**config.mk**
```make
export PLATFORM = sky130hd
export DESIGN_NAME = bstc_timer
export DESIGN_NICKNAME = d
export VERILOG_FILES = /design/src/hdl/bstc_pkg.sv /design/src/hdl/bstc_timer.sv
export VERILOG_INCLUDE_DIRS = /design/src /design/src/hdl
export SDC_FILE = /design/constraint.sdc
export NUM_CORES = 1
export LEC_CHECK = 0
export ABC_AREA = 0
export BUFFER_PORTS_ARGS = -buffer_cell sky130_fd_sc_hd__buf_2
export CAP_MARGIN = 25
export CORE_MARGIN = 10
export CORE_UTILIZATION = 30
export DETAILED_ROUTE_END_ITERATION = 16
export GPL_ROUTABILITY_DRIVEN = 0
export HOLD_SLACK_MARGIN = 0.12
export PLACE_DENSITY = 0.49
export SLEW_MARGIN = 20
export SYNTH_ARGS = -nofsm -noshare
export SYNTH_HDL_FRONTEND = slang
export SYNTH_SLANG_ARGS = --single-unit
export TNS_END_PERCENT = 30
```
**constraint.sdc**
```tcl
create_clock -name pclk -period 7.3 [get_ports pclk]
set_clock_uncertainty 0.2 [all_clocks]
set_input_delay 0 -clock pclk [delete_from_list [all_inputs] [get_ports pclk]]
set_output_delay 0 -clock pclk [all_outputs]
set_load 0.01 [all_outputs]
```
**src/hdl/bstc_params.svh**
```systemverilog
// Offsets, field positions, reset values and encodings of the buffered timer/counter.
`ifndef BSTC_PARAMS_SVH
`define BSTC_PARAMS_SVH
`define BSTC_OFF_CONTROL 12'h000
`define BSTC_OFF_COUNT_LOW 12'h004
`define BSTC_OFF_COUNT_HIGH 12'h008
`define BSTC_OFF_IRQ_STATUS 12'h00C
`define BSTC_OFF_IRQ_MASK 12'h010
`define BSTC_OFF_PIN_CTRL 12'h014
`define BSTC_OFF_PORT_READ 12'h018
`define BSTC_CONTROL_RESET 8'h00
`define BSTC_BIT_RUN 0
`define BSTC_BIT_EXT_SEL 1
`define BSTC_BIT_SYNC_BYPASS 2
`define BSTC_BIT_TB_LOW 3
`define BSTC_BIT_PS_LO 4
`define BSTC_BIT_PS_HI 5
`define BSTC_BIT_TB_HIGH 6
`define BSTC_BIT_WIDE 7
`define BSTC_BIT_OSC_EN 0
`define BSTC_INST_DIV 2'd3
`define BSTC_COUNT_MAX 16'hFFFF
`define BSTC_BYTE_MAX 8'hFF
`define BSTC_SEL_ALL_THIS 2'b11
`define BSTC_SEL_THREE_THIS 2'b10
`define BSTC_SEL_FOUR_THIS 2'b01
`define BSTC_MASK_ALL 5'b1_1111
`define BSTC_MASK_THREE 5'b1_1100
`define BSTC_MASK_FOUR 5'b1_1110
`define BSTC_MASK_NONE 5'b0_0000
`endif

```
**src/hdl/bstc_pkg.sv**
```systemverilog
// Types shared by the buffered timer/counter.
package bstc_pkg;
  typedef enum logic [2:0] {
    BSTC_MODE_TIMER = 3'b001,
    BSTC_MODE_SYNC_CNT = 3'b010,
    BSTC_MODE_ASYNC_CNT = 3'b100
  } bstc_mode_t;

  typedef struct packed {
    logic wide_access_enable;
    logic ccp_tb_high;
    logic [1:0] input_prescale_sel;
    logic ccp_tb_low;
    logic ext_sync_bypass;
    logic ext_clock_select;
    logic counter_run;
  } bstc_control_t;

  typedef struct packed {
    logic [4:0] trigger;
    logic [4:0] event_mode;
  } bstc_ccp_t;
endpackage : bstc_pkg

```
**src/hdl/bstc_timer.sv**
```systemverilog
// Buffered sixteen-bit timer/counter with prescaler, wide access, APB registers and interrupt.
// What this block does
// - Counts only while run bit is set.
// - Internal source counts once per four clocks.
// - External source counts rising edges after falling.
// - Sync bit chooses synchronised or bypassed external.
// - Prescaler divides by one, two, four, eight.
// - Timebase field splits compare units between pairs.
// - Three modes: timer, sync counter, async counter.
// - Oscillator enable forces pins input, reads zero.
// - Wide bit selects buffered sixteen-bit access.
// - Low byte read latches high into buffer.
// - High write buffers; low write loads both.
// - Wide mode high address reaches buffer only.
// - Low write clears prescaler; high write not.
// - Wrap to zero sets overflow flag, interrupt.
// - Assigned compare trigger resets counter, not async.
// - Software write beats trigger reset.
// - Trigger reset never sets overflow flag.
`include "bstc_params.svh"
module bstc_timer
  import bstc_pkg::*;
(
  input wire logic pclk,
  input wire logic presetn,
  input wire logic psel,
  input wire logic penable,
  input wire logic pwrite,
  input wire logic [11:0] paddr,
  input wire logic [31:0] pwdata,
  input wire logic [3:0] pstrb,
  output logic [31:0] prdata,
  output logic pready,
  output logic pslverr,
  input wire logic ext_clock_pin,
  input wire logic osc_clock,
  input wire logic [1:0] port_direction_bits,
  input wire logic [1:0] osc_pins_in,
  input wire bstc_ccp_t ccp_in,
  output logic [1:0] osc_pins_oe,
  output logic [4:0] ccp_timebase_this,
  output logic irq
);
  bstc_control_t counter_control_q;
  logic osc_en_q;
  logic [7:0] count_low_byte_q, count_high_byte_q, high_buffer_q;
  logic [2:0] presc_q;
  logic [1:0] inst_div_q;
  logic ext_s1_q, ext_s2_q, osc_s1_q, osc_s2_q, ext_prev_q, armed_q;
  logic [1:0] pin_s1_q, pin_s2_q;
  logic irq_status_q, irq_mask_q;
  logic [31:0] prdata_q;
  logic irq_q;
  logic pready_q;
  logic [1:0] osc_oe_q;
  logic [4:0] tb_q;
  bstc_mode_t mode;
  logic wr, rd, wr_low, wr_high, rd_low, tick, presc_tick, trig, wrap, ext_lvl, ext_in;
  logic [15:0] count;
  logic [2:0] presc_limit;
  logic [4:0] tb_mask;

  // APB: zero wait states once ready is up, every access finishes in its access phase.
  assign wr = psel && penable && pwrite && pready_q;
  assign rd = psel && penable && !pwrite && pready_q;
  assign wr_low = wr && paddr == `BSTC_OFF_COUNT_LOW && pstrb[0];
  assign wr_high = wr && paddr == `BSTC_OFF_COUNT_HIGH && pstrb[0];
  assign rd_low = rd && paddr == `BSTC_OFF_COUNT_LOW;
  assign count = {count_high_byte_q, count_low_byte_q};

  // External sources: pin and oscillator each pass two flops of their own before the choice.
  // Choosing first would put a gate in front of the first flop and widen its metastable window.
  always_ff @(posedge pclk or negedge presetn) begin
    if (!presetn) begin
      ext_s1_q <= 1'b0;
      ext_s2_q <= 1'b0;
      osc_s1_q <= 1'b0;
      osc_s2_q <= 1'b0;
      pin_s1_q <= 2'b00;
      pin_s2_q <= 2'b00;
    end else begin
      ext_s1_q <= ext_clock_pin;
      ext_s2_q <= ext_s1_q;
      osc_s1_q <= osc_clock;
      osc_s2_q <= osc_s1_q;
      pin_s1_q <= osc_pins_in;
      pin_s2_q <= pin_s1_q;
    end
  end

  // Synchronised level of whichever source the oscillator enable selects.
  assign ext_lvl = osc_en_q ? osc_s2_q : ext_s2_q;

  // The bypass path skips the clock-aligning edge stage; true asynchronous counting is
  // not possible on one clock, so bypass only shortens the path by one flop.
  assign ext_in = counter_control_q.ext_sync_bypass ? ext_lvl : ext_prev_q;

  // Mode decode from source select and sync bit.
  always_comb begin
    if (!counter_control_q.ext_clock_select) begin
      mode = BSTC_MODE_TIMER;
    end else if (counter_control_q.ext_sync_bypass) begin
      mode = BSTC_MODE_ASYNC_CNT;
    end else begin
      mode = BSTC_MODE_SYNC_CNT;
    end
  end

  // Edge detection; a rising edge only counts once a falling edge has been seen.
  logic ext_prev2_q;
  always_ff @(posedge pclk or negedge presetn) begin
    if (!presetn) begin
      ext_prev_q <= 1'b0;
      ext_prev2_q <= 1'b0;
      armed_q <= 1'b0;
    end else begin
      ext_prev_q <= ext_lvl;
      ext_prev2_q <= ext_in;
      if (!counter_control_q.ext_clock_select) begin
        armed_q <= 1'b0;
      end else if (ext_prev2_q && !ext_in) begin
        armed_q <= 1'b1;
      end
    end
  end

  // Instruction-cycle divider gives one enable every four clocks.
  always_ff @(posedge pclk or negedge presetn) begin
    if (!presetn) begin
      inst_div_q <= 2'd0;
    end else begin
      inst_div_q <= inst_div_q + 2'd1;
    end
  end

  always_comb begin
    if (counter_control_q.ext_clock_select) begin
      tick = armed_q && !ext_prev2_q && ext_in;
    end else begin
      tick = inst_div_q == `BSTC_INST_DIV;
    end
  end

  // Prescaler: counts input ticks and passes every 1st, 2nd, 4th or 8th.
  // A new prescale code keeps the partial count; software writes the low byte to restart it.
  assign presc_limit = 3'((4'd1 << counter_control_q.input_prescale_sel) - 4'd1);
  assign presc_tick = counter_control_q.counter_run && tick && presc_q == presc_limit;
  always_ff @(posedge pclk or negedge presetn) begin
    if (!presetn) begin
      presc_q <= 3'd0;
    end else if (wr_low) begin
      presc_q <= 3'd0;
    end else if (presc_tick) begin
      presc_q <= 3'd0;
    end else if (counter_control_q.counter_run && tick) begin
      presc_q <= presc_q + 3'd1;
    end
  end

  // Timebase split for the five compare units, bit 0 is the first unit.
  always_comb begin
    unique case ({counter_control_q.ccp_tb_high, counter_control_q.ccp_tb_low})
      `BSTC_SEL_ALL_THIS: tb_mask = `BSTC_MASK_ALL;
      `BSTC_SEL_THREE_THIS: tb_mask = `BSTC_MASK_THREE;
      `BSTC_SEL_FOUR_THIS: tb_mask = `BSTC_MASK_FOUR;
      default: tb_mask = `BSTC_MASK_NONE;
    endcase
  end
  // Trigger is honoured only outside the asynchronous counter mode.
  assign trig = |(tb_mask & ccp_in.trigger & ccp_in.event_mode) && mode != BSTC_MODE_ASYNC_CNT;
  assign wrap = presc_tick && count == `BSTC_COUNT_MAX;

  // Counter low byte; a write wins over a trigger, which wins over counting.
  always_ff @(posedge pclk or negedge presetn) begin
    if (!presetn) begin
      count_low_byte_q <= 8'h00;
    end else if (wr_low) begin
      count_low_byte_q <= pwdata[7:0];
    end else if (trig) begin
      count_low_byte_q <= 8'h00;
    end else if (presc_tick) begin
      count_low_byte_q <= count_low_byte_q + 8'h01;
    end
  end

  // Counter high byte; in wide mode only a low write loads it, from the buffer.
  always_ff @(posedge pclk or negedge presetn) begin
    if (!presetn) begin
      count_high_byte_q <= 8'h00;
    end else if (wr_low && counter_control_q.wide_access_enable) begin
      count_high_byte_q <= high_buffer_q;
    end else if (wr_high && !counter_control_q.wide_access_enable) begin
      count_high_byte_q <= pwdata[7:0];
    end else if (trig && !wr_low) begin
      count_high_byte_q <= 8'h00;
    end else if (presc_tick && count_low_byte_q == `BSTC_BYTE_MAX && !wr_low) begin
      count_high_byte_q <= count_high_byte_q + 8'h01;
    end
  end

  // High byte buffer: written by high writes, loaded on low reads in wide mode.
  always_ff @(posedge pclk or negedge presetn) begin
    if (!presetn) begin
      high_buffer_q <= 8'h00;
    end else if (counter_control_q.wide_access_enable && wr_high) begin
      high_buffer_q <= pwdata[7:0];
    end else if (counter_control_q.wide_access_enable && rd_low) begin
      high_buffer_q <= count_high_byte_q;
    end
  end

  // Control, oscillator enable and mask registers.
  always_ff @(posedge pclk or negedge presetn) begin
    if (!presetn) begin
      counter_control_q <= `BSTC_CONTROL_RESET;
      osc_en_q <= 1'b0;
      irq_mask_q <= 1'b0;
    end else if (wr && pstrb[0]) begin
      if (paddr == `BSTC_OFF_CONTROL) begin
        counter_control_q <= pwdata[7:0];
      end
      if (paddr == `BSTC_OFF_PIN_CTRL) begin
        osc_en_q <= pwdata[`BSTC_BIT_OSC_EN];
      end
      if (paddr == `BSTC_OFF_IRQ_MASK) begin
        irq_mask_q <= pwdata[0];
      end
    end
  end

  // Overflow flag: set wins over a write-one clear; trigger resets never set it.
  always_ff @(posedge pclk or negedge presetn) begin
    if (!presetn) begin
      irq_status_q <= 1'b0;
    end else if (wrap && !wr_low && !trig) begin
      irq_status_q <= 1'b1;
    end else if (wr && pstrb[0] && paddr == `BSTC_OFF_IRQ_STATUS && pwdata[0]) begin
      irq_status_q <= 1'b0;
    end
  end

  // Registered outputs: interrupt, pin enables, timebase map.
  always_ff @(posedge pclk or negedge presetn) begin
    if (!presetn) begin
      irq_q <= 1'b0;
      osc_oe_q <= 2'b00;
      tb_q <= 5'b0_0000;
    end else begin
      irq_q <= irq_status_q && irq_mask_q;
      osc_oe_q <= osc_en_q ? 2'b00 : ~port_direction_bits;
      tb_q <= tb_mask;
    end
  end

  // Ready rises one clock after reset ends, so every output is quiet while reset is held.
  // After that the bus never waits, which keeps the low byte access a single clean cycle.
  always_ff @(posedge pclk or negedge presetn) begin
    if (!presetn) begin
      pready_q <= 1'b0;
    end else begin
      pready_q <= 1'b1;
    end
  end

  // Read data registered in the setup phase so it stands during the access phase.
  always_ff @(posedge pclk or negedge presetn) begin
    if (!presetn) begin
      prdata_q <= 32'h0000_0000;
    end else if (psel && !penable) begin
      unique case (paddr)
        `BSTC_OFF_CONTROL: prdata_q <= {24'h00_0000, counter_control_q};
        `BSTC_OFF_COUNT_LOW: prdata_q <= {24'h00_0000, count_low_byte_q};
        `BSTC_OFF_COUNT_HIGH: prdata_q <= {24'h00_0000, counter_control_q.wide_access_enable ?
                                           high_buffer_q : count_high_byte_q};
        `BSTC_OFF_IRQ_STATUS: prdata_q <= {31'h0000_0000, irq_status_q};
        `BSTC_OFF_IRQ_MASK: prdata_q <= {31'h0000_0000, irq_mask_q};
        `BSTC_OFF_PIN_CTRL: prdata_q <= {31'h0000_0000, osc_en_q};
        `BSTC_OFF_PORT_READ: prdata_q <= {30'h0000_0000, osc_en_q ? 2'b00 : pin_s2_q};
        default: prdata_q <= 32'h0000_0000;
      endcase
    end
  end

  assign prdata = prdata_q;
  assign pready = pready_q;
  assign pslverr = 1'b0;
  assign irq = irq_q;
  assign osc_pins_oe = osc_oe_q;
  assign ccp_timebase_this = tb_q;

  // Checks on the counting and access behaviour.
  stop_holds_a: assert property (@(posedge pclk) disable iff (!presetn)
    !counter_control_q.counter_run && !wr && !trig |=> $stable(count)) else $error("count moved while stopped");
  inst_rate_a: assert property (@(posedge pclk) disable iff (!presetn)
    !counter_control_q.ext_clock_select && tick |=> !tick [*3]) else $error("internal tick too often");
  presc_clear_a: assert property (@(posedge pclk) disable iff (!presetn)
    wr_low |=> presc_q == 3'd0) else $error("low write kept prescaler");
  buffer_load_a: assert property (@(posedge pclk) disable iff (!presetn)
    counter_control_q.wide_access_enable && rd_low && !wr |=> high_buffer_q == $past(count_high_byte_q))
    else $error("buffer not loaded");
  wide_write_a: assert property (@(posedge pclk) disable iff (!presetn)
    counter_control_q.wide_access_enable && wr_low |=> count_high_byte_q == $past(high_buffer_q))
    else $error("high not loaded from buffer");
  write_wins_a: assert property (@(posedge pclk) disable iff (!presetn)
    wr_low && trig |=> count_low_byte_q == $past(pwdata[7:0])) else $error("trigger beat write");
  trig_reset_a: assert property (@(posedge pclk) disable iff (!presetn)
    trig && !wr_low && !wr_high |=> count == 16'h0000) else $error("trigger missed");
  wrap_flag_a: assert property (@(posedge pclk) disable iff (!presetn)
    wrap && !wr_low && !trig |=> count == 16'h0000 && irq_status_q) else $error("wrap lost");
  trig_noflag_a: assert property (@(posedge pclk) disable iff (!presetn)
    trig && !irq_status_q |=> !irq_status_q) else $error("trigger set flag");
  osc_input_a: assert property (@(posedge pclk) disable iff (!presetn)
    osc_en_q [*2] |-> osc_pins_oe == 2'b00) else $error("osc pins driven");

  // Checks on the byte paths, the edge arming, the timebase map and the interrupt output.
  presc_keep_a: assert property (@(posedge pclk) disable iff (!presetn)
    wr_high && !counter_control_q.counter_run |=> $stable(presc_q)) else $error("high write moved prescaler");
  byte_carry_a: assert property (@(posedge pclk) disable iff (!presetn)
    !counter_control_q.wide_access_enable && presc_tick && count_low_byte_q == `BSTC_BYTE_MAX && !wr && !trig
    |=> count_high_byte_q == $past(count_high_byte_q) + 8'h01) else $error("low byte did not carry");
  wide_high_a: assert property (@(posedge pclk) disable iff (!presetn)
    counter_control_q.wide_access_enable && wr_high && !trig && !presc_tick |=> $stable(count_high_byte_q))
    else $error("wide high write reached counter");
  arm_first_a: assert property (@(posedge pclk) disable iff (!presetn)
    counter_control_q.ext_clock_select && !armed_q |-> !tick) else $error("edge counted before a fall");
  async_notrig_a: assert property (@(posedge pclk) disable iff (!presetn)
    mode == BSTC_MODE_ASYNC_CNT |-> !trig) else $error("trigger honoured in async mode");
  tb_all_a: assert property (@(posedge pclk) disable iff (!presetn)
    counter_control_q.ccp_tb_high && counter_control_q.ccp_tb_low |=> ccp_timebase_this == `BSTC_MASK_ALL)
    else $error("timebase map wrong");
  irq_on_a: assert property (@(posedge pclk) disable iff (!presetn)
    irq_status_q && irq_mask_q |=> irq) else $error("interrupt not raised");
  irq_off_a: assert property (@(posedge pclk) disable iff (!presetn)
    !(irq_status_q && irq_mask_q) |=> !irq) else $error("interrupt not dropped");
  port_zero_a: assert property (@(posedge pclk) disable iff (!presetn)
    osc_en_q && psel && !penable && paddr == `BSTC_OFF_PORT_READ |=> prdata == 32'h0000_0000)
    else $error("port read not zero");

  // Main scenarios that the bench is expected to reach.
  wrap_c: cover property (@(posedge pclk) disable iff (!presetn) wrap);
  trig_c: cover property (@(posedge pclk) disable iff (!presetn) trig);
  ext_c: cover property (@(posedge pclk) disable iff (!presetn) presc_tick && counter_control_q.ext_clock_select);
  wide_c: cover property (@(posedge pclk) disable iff (!presetn) counter_control_q.wide_access_enable && wr_low);
  osc_c: cover property (@(posedge pclk) disable iff (!presetn)
    presc_tick && osc_en_q && counter_control_q.ext_clock_select);
endmodule : bstc_timer

```
After elaboration in Yosys (flattened, before gate mapping)
Cells that the tools add are included.
- $add $sub $neg: 5
- equal/unequal tests: 15
- shifts and indexed selects: 1
- mux-type cells: 26
- bitwise operators: 3
- reductions and logical operators: 48
- operator list (kind ; count):
    2-to-1 mux 8 bit ; 10
    one-hot mux 8 bit (7 select lines) ; 1
    == test 12 x 5 -> 1 bit, second input constant ; 3
    logical AND 1 bit ; 31
    == test 12 x 4 -> 1 bit, second input constant ; 2
    adder 8 x 1 -> 8 bit, second input constant ; 2
    == test 16 bit, second input constant ; 1
    2-to-1 mux 3 bit ; 5
    one-hot mux 5 bit (3 select lines) ; 1
    == test 12 x 3 -> 1 bit, second input constant ; 1
    logical NOT 12 bit ; 1
    bitwise AND 5 bit ; 2
    == test 8 bit, second input constant ; 1
    logical NOT 1 bit ; 7
    2-to-1 mux 1 bit ; 7
    == test 2 bit, second input constant ; 3
    AND reduction 2 bit ; 3
    nonzero test 3 bit ; 2
    OR reduction 5 bit ; 1
    2-to-1 mux 2 bit ; 2
    nonzero test 2 bit ; 2
    nonzero test 4 bit ; 1
    adder 3 x 1 -> 3 bit, second input constant ; 1
    == test 3 bit ; 1
    other kinds (7) ; 7
- bits in registers: 92
- input port bits: 69
- output and inout bits: 42
- logic and storage cells: 127

Logic depth before layout (Yosys ltp)
Gate-level depths: netlist of the first run.
- depth in word-level cells: 12
- gate-level depth with buffers: 9
- mapped depth without buffers: 7

Worst setup path after synthesis of the first run
Ideal clock, no wire load.
- kind: flip-flop to flip-flop
- start point: reg counter_control_q[4] (netlist name)
- end point: reg count_high_byte_q[5]
- library setup time: 0.095 ns
- arrival time: 2.167 ns
- required time: 7.005 ns
- slack: 4.837 ns
- stages on the path, launching flop included: 9
- buffers on the path: 2
- clock period less this slack: 2.463 ns
- path through: dfrtp_1 or2_2 a2111oi_2 o2111ai_1 a21o_1 buf_2 and2_1 clkbuf_1 o31ai_1
- word-level cells in the longest chain between the ends: 7
- ends and longest elaborated chain (item ; line ; text):
    start: declaration ; bstc_timer.sv:44 ; bstc_control_t counter_control_q;
    start signal: assignment ; bstc_timer.sv:215 ; counter_control_q <= `BSTC_CONTROL_RESET;
    start signal: assignment ; bstc_timer.sv:220 ; counter_control_q <= pwdata[7:0];
    << shifter 1 x 2 -> 3 bit ; bstc_timer.sv:146 ; assign presc_limit = 3'((4'd1 << counter_control_q.input_prescale_sel) - 4'd1);
    subtractor 3 x 1 -> 3 bit ; bstc_timer.sv:146 ;
    == test 3 bit ; bstc_timer.sv:147 ; assign presc_tick = counter_control_q.counter_run && tick && presc_q == presc_limit;
    logical AND 1 bit ; bstc_timer.sv:147 ;
    logical AND 1 bit (no line) ; -- ;
    logical AND 1 bit ; bstc_timer.sv:196 ; end else if (presc_tick && count_low_byte_q == `BSTC_BYTE_MAX && !wr_low) begin
    nonzero test 4 bit (no line) ; -- ;
    end signal: assignment ; bstc_timer.sv:191 ; count_high_byte_q <= high_buffer_q;
    end signal: assignment ; bstc_timer.sv:193 ; count_high_byte_q <= pwdata[7:0];
    end signal: assignment ; bstc_timer.sv:197 ; count_high_byte_q <= count_high_byte_q + 8'h01;
    end: declaration ; bstc_timer.sv:46 ; logic [7:0] count_low_byte_q, count_high_byte_q, high_buffer_q;
No other way between the ends.
A chain may end at the register's enable or synchronous reset.

Worst setup path after layout of the first run
- start point: in paddr[4]
- end point: reg count_high_byte_q[4]
- word-level cells in the longest chain between the ends: 8
- elaborated cells between the ends (all ways): 15
- those cells by class: eq/ne (2); mux (3); reduce/logical (10)
- ends and longest elaborated chain (item ; line ; text):
    start: declaration ; bstc_timer.sv:29 ; input wire logic [11:0] paddr,
    == test 12 x 3 -> 1 bit ; -- ;
    logical AND 1 bit (no line) ; -- ;
    logical AND 1 bit ; bstc_timer.sv:66 ; assign wr_low = wr && paddr == `BSTC_OFF_COUNT_LOW && pstrb[0];
    logical NOT 1 bit ; bstc_timer.sv:194, bstc_timer.sv:196 ;
    logical AND 1 bit ; bstc_timer.sv:194 ; end else if (trig && !wr_low) begin
    2-to-1 mux 8 bit ; bstc_timer.sv:194 ;
    2-to-1 mux 8 bit ; bstc_timer.sv:192 ; end else if (wr_high && !counter_control_q.wide_access_enable) begin
    2-to-1 mux 8 bit ; bstc_timer.sv:190 ; end else if (wr_low && counter_control_q.wide_access_enable) begin
Parallel ways exist; a longest one is shown, timed or not.

==> metrics, run 1 <==
DP Worst Slack 4.45 ns; Synth top area share 0.444; Fill cells 1,215; clock power share 0.472; worst vdd ir 0.0000971 V; CTS Sinks 66; Die W 131 um; Max-slew headroom 0.272; Worst EP required 7.36 ns; Resize count post-CTS 0; fraction of layout cells with a size suffix above 1 0.219; number of synthesized flops with an enable pin 0; CTS Buffer Depth 2; first-pass GRT wire length 17,400 um; unrepaired setup endpoints after global routing false; Final Setup Violations 0; post-synthesis sequential area ratio 0.444; total CTS buffers 9; status completed; most frequent cells in the layout 66 x dfrtp_1, 58 x buf_2, 39 x nand2_1; Routed WL 11,000 um; Nets 551; placed cells 599; First-pass DRT Iterations 5; P_leak 2.03 nW; Critical Path End Type flop; Chip Height 131 um; Synthesis Warnings 0; Finished Cell Area 4720 sq um; First DRT Iteration DRCs 262; Worst Hold Class input pin to flop; sw frac 0.267; max-slew violations 0; fmax 304 MHz; Total GRT Usage 0.124; Pint 0.649 mW; Vias 3,241; max-cap check violation count 0; Starting Density 0.308; num rows 40; Mapped Area 3720 sq um; total power 0.885 mW; P_sw 0.237 mW; initial antenna violation count 0; CTS tree built; Slew @ Worst Pin 1.08 ns; grt total ovfl 0; clock slew at reported path FFs 0.06 ns; FFs w/ async S/R, synth 1.00; combinational share of power 0.088; syn avg cell area 9.56 sq um; CP Max Fanout 10; crit path setup slack, layout 4.01 ns; hold buffer count at cts 36; H-tree levels 3; cell taking the most area after synthesis dfrtp_1; pwr dens 187 nW/um^2; CP startpoint kind input pin; Residual DRC 0; post-CTS setup buffers 0; Worst Path Arrival 3.35 ns; Detail Route Antenna Nets 0; Post-Layout Cell Count 651; I/O pin count 111; Sequential Power Share 0.440; fin crit share 0.451; vias in the first global route 3,203; largest net degree at the start of global routing 67; Netlist cell types 54; worst hold margin 0.124 ns; # diodes 0; DP HPWL 7760 um; PortBufs 58; clk_lat worst skew 0.34 ns; Post-DP Area 4080 sq um; commonest non-fill, non-tap cell in the layout dfrtp_1; min Tclk post-route 3.29 ns; Core Region 12,100 sq um; CTS root buffer clkbuf_16; wire per inst 16.9 um; Hold Fails Final Rpt 0; synth top area cells dfrtp_1 44%, buf_4 5.5%, mux2_2 4.5%; Synth Flop Type dfrtp_1; Yosys reg bits 66; vias per inst 4.98; Die Area 17,200 sq um; setup TNS 0 ns; Finished Core Util 0.391; area grow syn2layout 27.0%; Cells after Synth 389; Setup CP Type input pin to flop
==> flip-flops by register name, summed over array words and instances, names as in the netlist <==
signal and count:
armed_q 1, ext_prev_q 1, count_low_byte_q 8, pin_s2_q 2, counter_control_q 8, irq_mask_q 1
osc_pins_oe 2, presc_q 3, osc_s2_q 1, osc_en_q 1, inst_div_q 2, osc_s1_q 1
ccp_timebase_this 3, ext_prev2_q 1, pin_s1_q 2, ext_s1_q 1, irq 1, prdata 8
ext_s2_q 1, count_high_byte_q 8, pready 1, high_buffer_q 8, irq_status_q 1
==> critical path: stages <==
cell and delay (ns):
dlygate4sd3_1 0.53, buf_2 0.12, or4_1 0.51, dlygate4sd3_1 0.61, nor4_2 0.82, and4_1 0.38, o22ai_1 0.11, o2bb2ai_1 0.13
o21ai_0 0.14
==> power by group through the flow <==
stage / clock network [mW] / logic [mW] / registers [mW]
5_1_grt: 0.444 / 0.0875 / 0.391
3_3_place_gp: 0 / 0.0637 / 0.396
6_report: 0.418 / 0.0781 / 0.389
4_1_cts: 0.428 / 0.0779 / 0.389
3_5_place_dp: 0 / 0.0645 / 0.396
2_1_floorplan: 0 / 0.0445 / 0.393
==> cell type report <==
class                      instances  area (sq um)  share of cell area
tap                              168           210              0.0445
inverter                          10          37.5             0.00795
multi-input combinational        293          1860               0.393
timing repair buffer              98           681               0.144
sequential                        66          1650               0.350
clock inverter                     7          58.8              0.0125
clock buffer                       9           225              0.0477
==> kinds of logic (layout without fill, tap and decap cells) <==
kind of cell | count (synthesis) | in the layout | share of synthesized area
DFF | 66 | 66 | 0.444
buffers and inverters | 54 | 124 | 0.0831
muxes | 26 | 26 | 0.0751
and+or+nand+nor | 132 | 132 | 0.184
AOI/OAI and AO/OA | 92 | 92 | 0.168
xor gates and xnor gates | 13 | 13 | 0.0306
adders and majority gates | 4 | 4 | 0.0135
other | 2 | 26 | 0.00202
==> per-layer routing <==
layer / share of wire / track usage
met2: 0.48 / 0.200
met1: 0.44 / 0.156
met4: 0.012 / 0.0321
met3: 0.061 / 0.0389
met5: 0 / 0
==> worst paths after layout <==
kind / startpoint / to / slack (ns) / cells past startpoint
max: paddr[4] / count_high_byte_q[4] / 4.01 / 9
min: psel / prdata[6] / 0.12 / 4
max reg2reg: counter_control_q[4] / count_high_byte_q[7] / 4.46 / 6
min reg2reg: osc_s1_q / osc_s2_q / 0.15 / 0
max in group asynchronous: presetn / pin_s1_q[0] / 6.15 / 3
min in group asynchronous: presetn / inst_div_q[1] / 0.19 / 3
==> synthesized netlist by cell type, drive strengths merged (3+ instances only) <==
master / number
o21ai: 33
dfrtp: 66
a221oi: 4
a222oi: 6
nand3: 22
nor2: 23
xnor2: 5
o211ai: 4
o2bb2ai: 5
ha: 4
o21bai: 3
nand2: 39
and3: 5
nand2b: 4
nor4: 4
or2: 4
mux2i: 11
o22ai: 3
inv: 10
o31ai: 8
or4: 3
a21oi: 9
clkbuf: 13
and2: 4
xor2: 8
mux2: 15
nand4: 3
nor3: 10
buf: 31
No activity file was read; power rests on OpenSTA's default activity.
==> inputs of run 2 (changes only) <==
--- a/config.mk
+++ b/config.mk
@@ -6,7 +6,7 @@
 export SDC_FILE = /design/constraint.sdc
 export NUM_CORES = 1
 export LEC_CHECK = 0
-export ABC_AREA = 0
+export ABC_AREA = 1
 export BUFFER_PORTS_ARGS = -buffer_cell sky130_fd_sc_hd__buf_2
 export CAP_MARGIN = 25
 export CORE_MARGIN = 10
@@ -14,7 +14,7 @@
 export DETAILED_ROUTE_END_ITERATION = 16
 export GPL_ROUTABILITY_DRIVEN = 0
 export HOLD_SLACK_MARGIN = 0.12
-export PLACE_DENSITY = 0.49
+export PLACE_DENSITY = 0.51
 export SLEW_MARGIN = 20
 export SYNTH_ARGS = -nofsm -noshare
 export SYNTH_HDL_FRONTEND = slang
==> constraint.sdc (replaced) <==
create_clock -name pclk -period 3 [get_ports pclk]
set_clock_uncertainty 0.2 [all_clocks]
set_input_delay 0 -clock pclk [delete_from_list [all_inputs] [get_ports pclk]]
set_output_delay 0 -clock pclk [all_outputs]
set_load 0.01 [all_outputs]
==> metrics, run 2 <==
H-tree levels 3 (unchanged); CTS Sinks 66 (unchanged); Slew @ Worst Pin 0.799 ns (-0.283 ns); max-slew violations 0 (unchanged); Pint 1.61 mW (+150%); Worst R2R Path Depth 7 (+1); Critical Path End Type flop; worst hold margin 0.111 ns (-0.0128 ns); CTS Buffer Depth 2 (unchanged); Nets 696 (+26%); Routed WL 11,100 um (+0.94%); Die W 135 um (+2.4%); Die Area 18,100 sq um (+5.0%); worst r2r dst count_high_byte_q[0]; Mapped Area 3940 sq um (+5.9%); Vias 3,669 (+13%); I/O pin count 111 (unchanged); grt total ovfl 0 (unchanged); vias per inst 4.59 (-7.9%); fmax 368 MHz; total CTS buffers 9 (unchanged); Worst Hold Class input pin to flop; CTS root buffer clkbuf_16; cell taking the most area after synthesis dfrtp_1; most frequent cell after synthesis nand2_1; DP Worst Slack 0.787 ns (-3.67 ns); Chip Height 135 um (+2.4%); hold path start paddr[11]; clock power share 0.496 (+0.024); initial antenna violation count 0 (unchanged); Detail Route Antenna Nets 0 (unchanged); Hold Fails Final Rpt 0 (unchanged); CTS tree built; DP HPWL 8000 um (+3.1%); vias in the first global route 3,528 (+10%); PortBufs 58 (unchanged); post-synthesis sequential area ratio 0.420 (-0.0246); worst hold endpoint prdata[2]; combinational share of power 0.072 (-0.016); wire per inst 13.9 um (-18%); fin crit share 0.907; CP startpoint kind input pin; Total GRT Usage 0.125 (+0.00164); synth top area cells dfrtp_1 42%, nand2_1 14%, nand3_1 6.9%; Residual DRC 0 (unchanged); number of synthesized flops with an enable pin 0 (unchanged); Sequential Power Share 0.431 (-0.009); Setup CP Type input pin to flop; crit path setup slack, layout 0.279 ns (-3.73 ns); P_sw 0.495 mW (+110%); Synthesis Warnings 0 (unchanged); FFs w/ async S/R, synth 1.00 (unchanged); Yosys reg bits 66 (unchanged); First-pass DRT Iterations 5 (unchanged); Max-slew headroom 0.463 (+0.191); FF-to-FF setup slack 0.76 ns (-3.70 ns); Worst Path Arrival 2.73 ns (-0.62 ns); clk_lat worst skew 0.34 ns (about the same); area grow syn2layout 27.3%; unrepaired setup endpoints after global routing false; Cells after Synth 522 (+34%); pwr dens 420 nW/um^2 (+120%); worst vdd ir 0.000257 V (+160%); Final Setup Violations 0 (unchanged); first-pass GRT wire length 18,200 um (+4.7%); setup TNS 0 ns (unchanged); Synth top cells by count 144 x nand2_1, 66 x dfrtp_1, 60 x inv_1; worst hold stages 8 (+4); CP Max Fanout 5 (-5); largest net degree at the start of global routing 67 (unchanged); syn avg cell area 7.54 sq um (-21%); num rows 41 (+2.5%); Synth Flop Type dfrtp_1; clock slew at reported path FFs 0.06 ns (about the same); FF-to-FF Start counter_control_q[7]; # diodes 0 (unchanged); min Tclk post-route 2.72 ns; P_leak 2.52 nW (+24%); worst setup path startpoint paddr[6]; Starting Density 0.309 (+0.00111); Worst EP required 3.01 ns (-4.35 ns); sw frac 0.235 (-0.0322); Synth top area share 0.420 (-0.0246); status completed; First DRT Iteration DRCs 234 (-11%); Netlist cell types 33 (-39%); fraction of layout cells with a size suffix above 1 0.161 (-0.0586); most frequent cells in the layout 144 x nand2_1, 66 x dfrtp_1, 60 x inv_1; max-cap check violation count 0 (unchanged); commonest non-fill, non-tap cell in the layout nand2_1; post-CTS setup buffers 0 (unchanged); Core Region 12,700 sq um (+5.5%)
## run 2: changes by cell type in the layout (fill, tap and decap cells not counted), moves of 6 or more
cell / change
nand2_1: +105
inv_1: +50
nand3_1: +32
nor2_1: +23
mux2_2: -15
mux2i_1: -10
o31ai_1: -8
o21ai_0: +7
a222oi_1: -6
## run 2: final cells by class
| class | count | area [sq um] |
|---|---|---|
| tap | 172 | 215 |
| multi-input combinational | 379 | 1870 |
| clock buffer | 9 | 225 |
| clock inverter | 7 | 70.1 |
| fill | 1356 | 7710 |
| timing repair buffer | 102 | 736 |
| sequential | 66 | 1650 |
| inverter | 65 | 244 |
## run 2: through the flow
stage	area, sq um	total power, mW	instances	utilization
6_report	5010	2.10	800	0.394
3_3_place_gp	4300	1.04	743	0.338
5_1_grt	5010	2.20	800	0.394
2_1_floorplan	4030	0.994	546	-
3_5_place_dp	4300	1.04	743	0.338
4_1_cts	5000	2.12	800	0.393
## run 2: power groups by stage
stage	sequential [mW]	clock [mW]	combinational, mW
after floorplan	0.925	0	0.0692
after global placement	0.923	0	0.114
after detailed placement	0.924	0	0.115
after CTS	0.908	1.06	0.152
after global routing	0.909	1.12	0.172
final	0.908	1.04	0.152
## run 2: how the worst max path moves through the flow
stage / end / slack, ns / cells after the start
after floorplan: count_high_byte_q[0] / 1.24 / 10
after global placement: count_high_byte_q[1] / 0.78 / 7
after detailed placement: count_high_byte_q[0] / 0.79 / 7
after CTS: irq_status_q / 0.08 / 11
after global routing: irq_status_q / 0.09 / 10
final: irq_status_q / 0.28 / 10
## run 2: logic make-up after synthesis
logic type	after synthesis	synth area share
AND/OR/NAND/NOR	275	0.318
buffers and inverters	101	0.130
flip-flops	66	0.420
AO/OA/AOI/OAI	63	0.0928
XOR/XNOR	10	0.0223
adder cells (fa/ha/maj)	4	0.0127
other	2	0.00191
multiplexers	1	0.00254
## run 2: worst max-delay path, stage by stage
cell and delay (ns):
dlygate4sd3_1 0.54, buf_2 0.12, nor2_1 0.10, nand2_1 0.15, nor2_1 0.33, nand3_1 0.11, dlygate4sd3_1 0.57, o21ai_0 0.15
dlygate4sd3_1 0.57, o21ai_0 0.09
## run 2: what timing repair did
item / CTS / global route
resized for setup: 0 / 1
hold endpoints to repair: 116 / 1
setup endpoints to repair: 0 / 1
hold buffers: 41 / 2
## run 2: routing by layer
| metal | up-vias | GRT usage | wire length [um] |
|---|---|---|---|
| met4 | 0 | 0.0417 | 83 |
| li1 | 1818 | - | - |
| met5 | - | 0 | 0 |
| met3 | 7 | 0.0371 | 932 |
| met2 | 114 | 0.199 | 5230 |
| met1 | 1730 | 0.159 | 4880 |
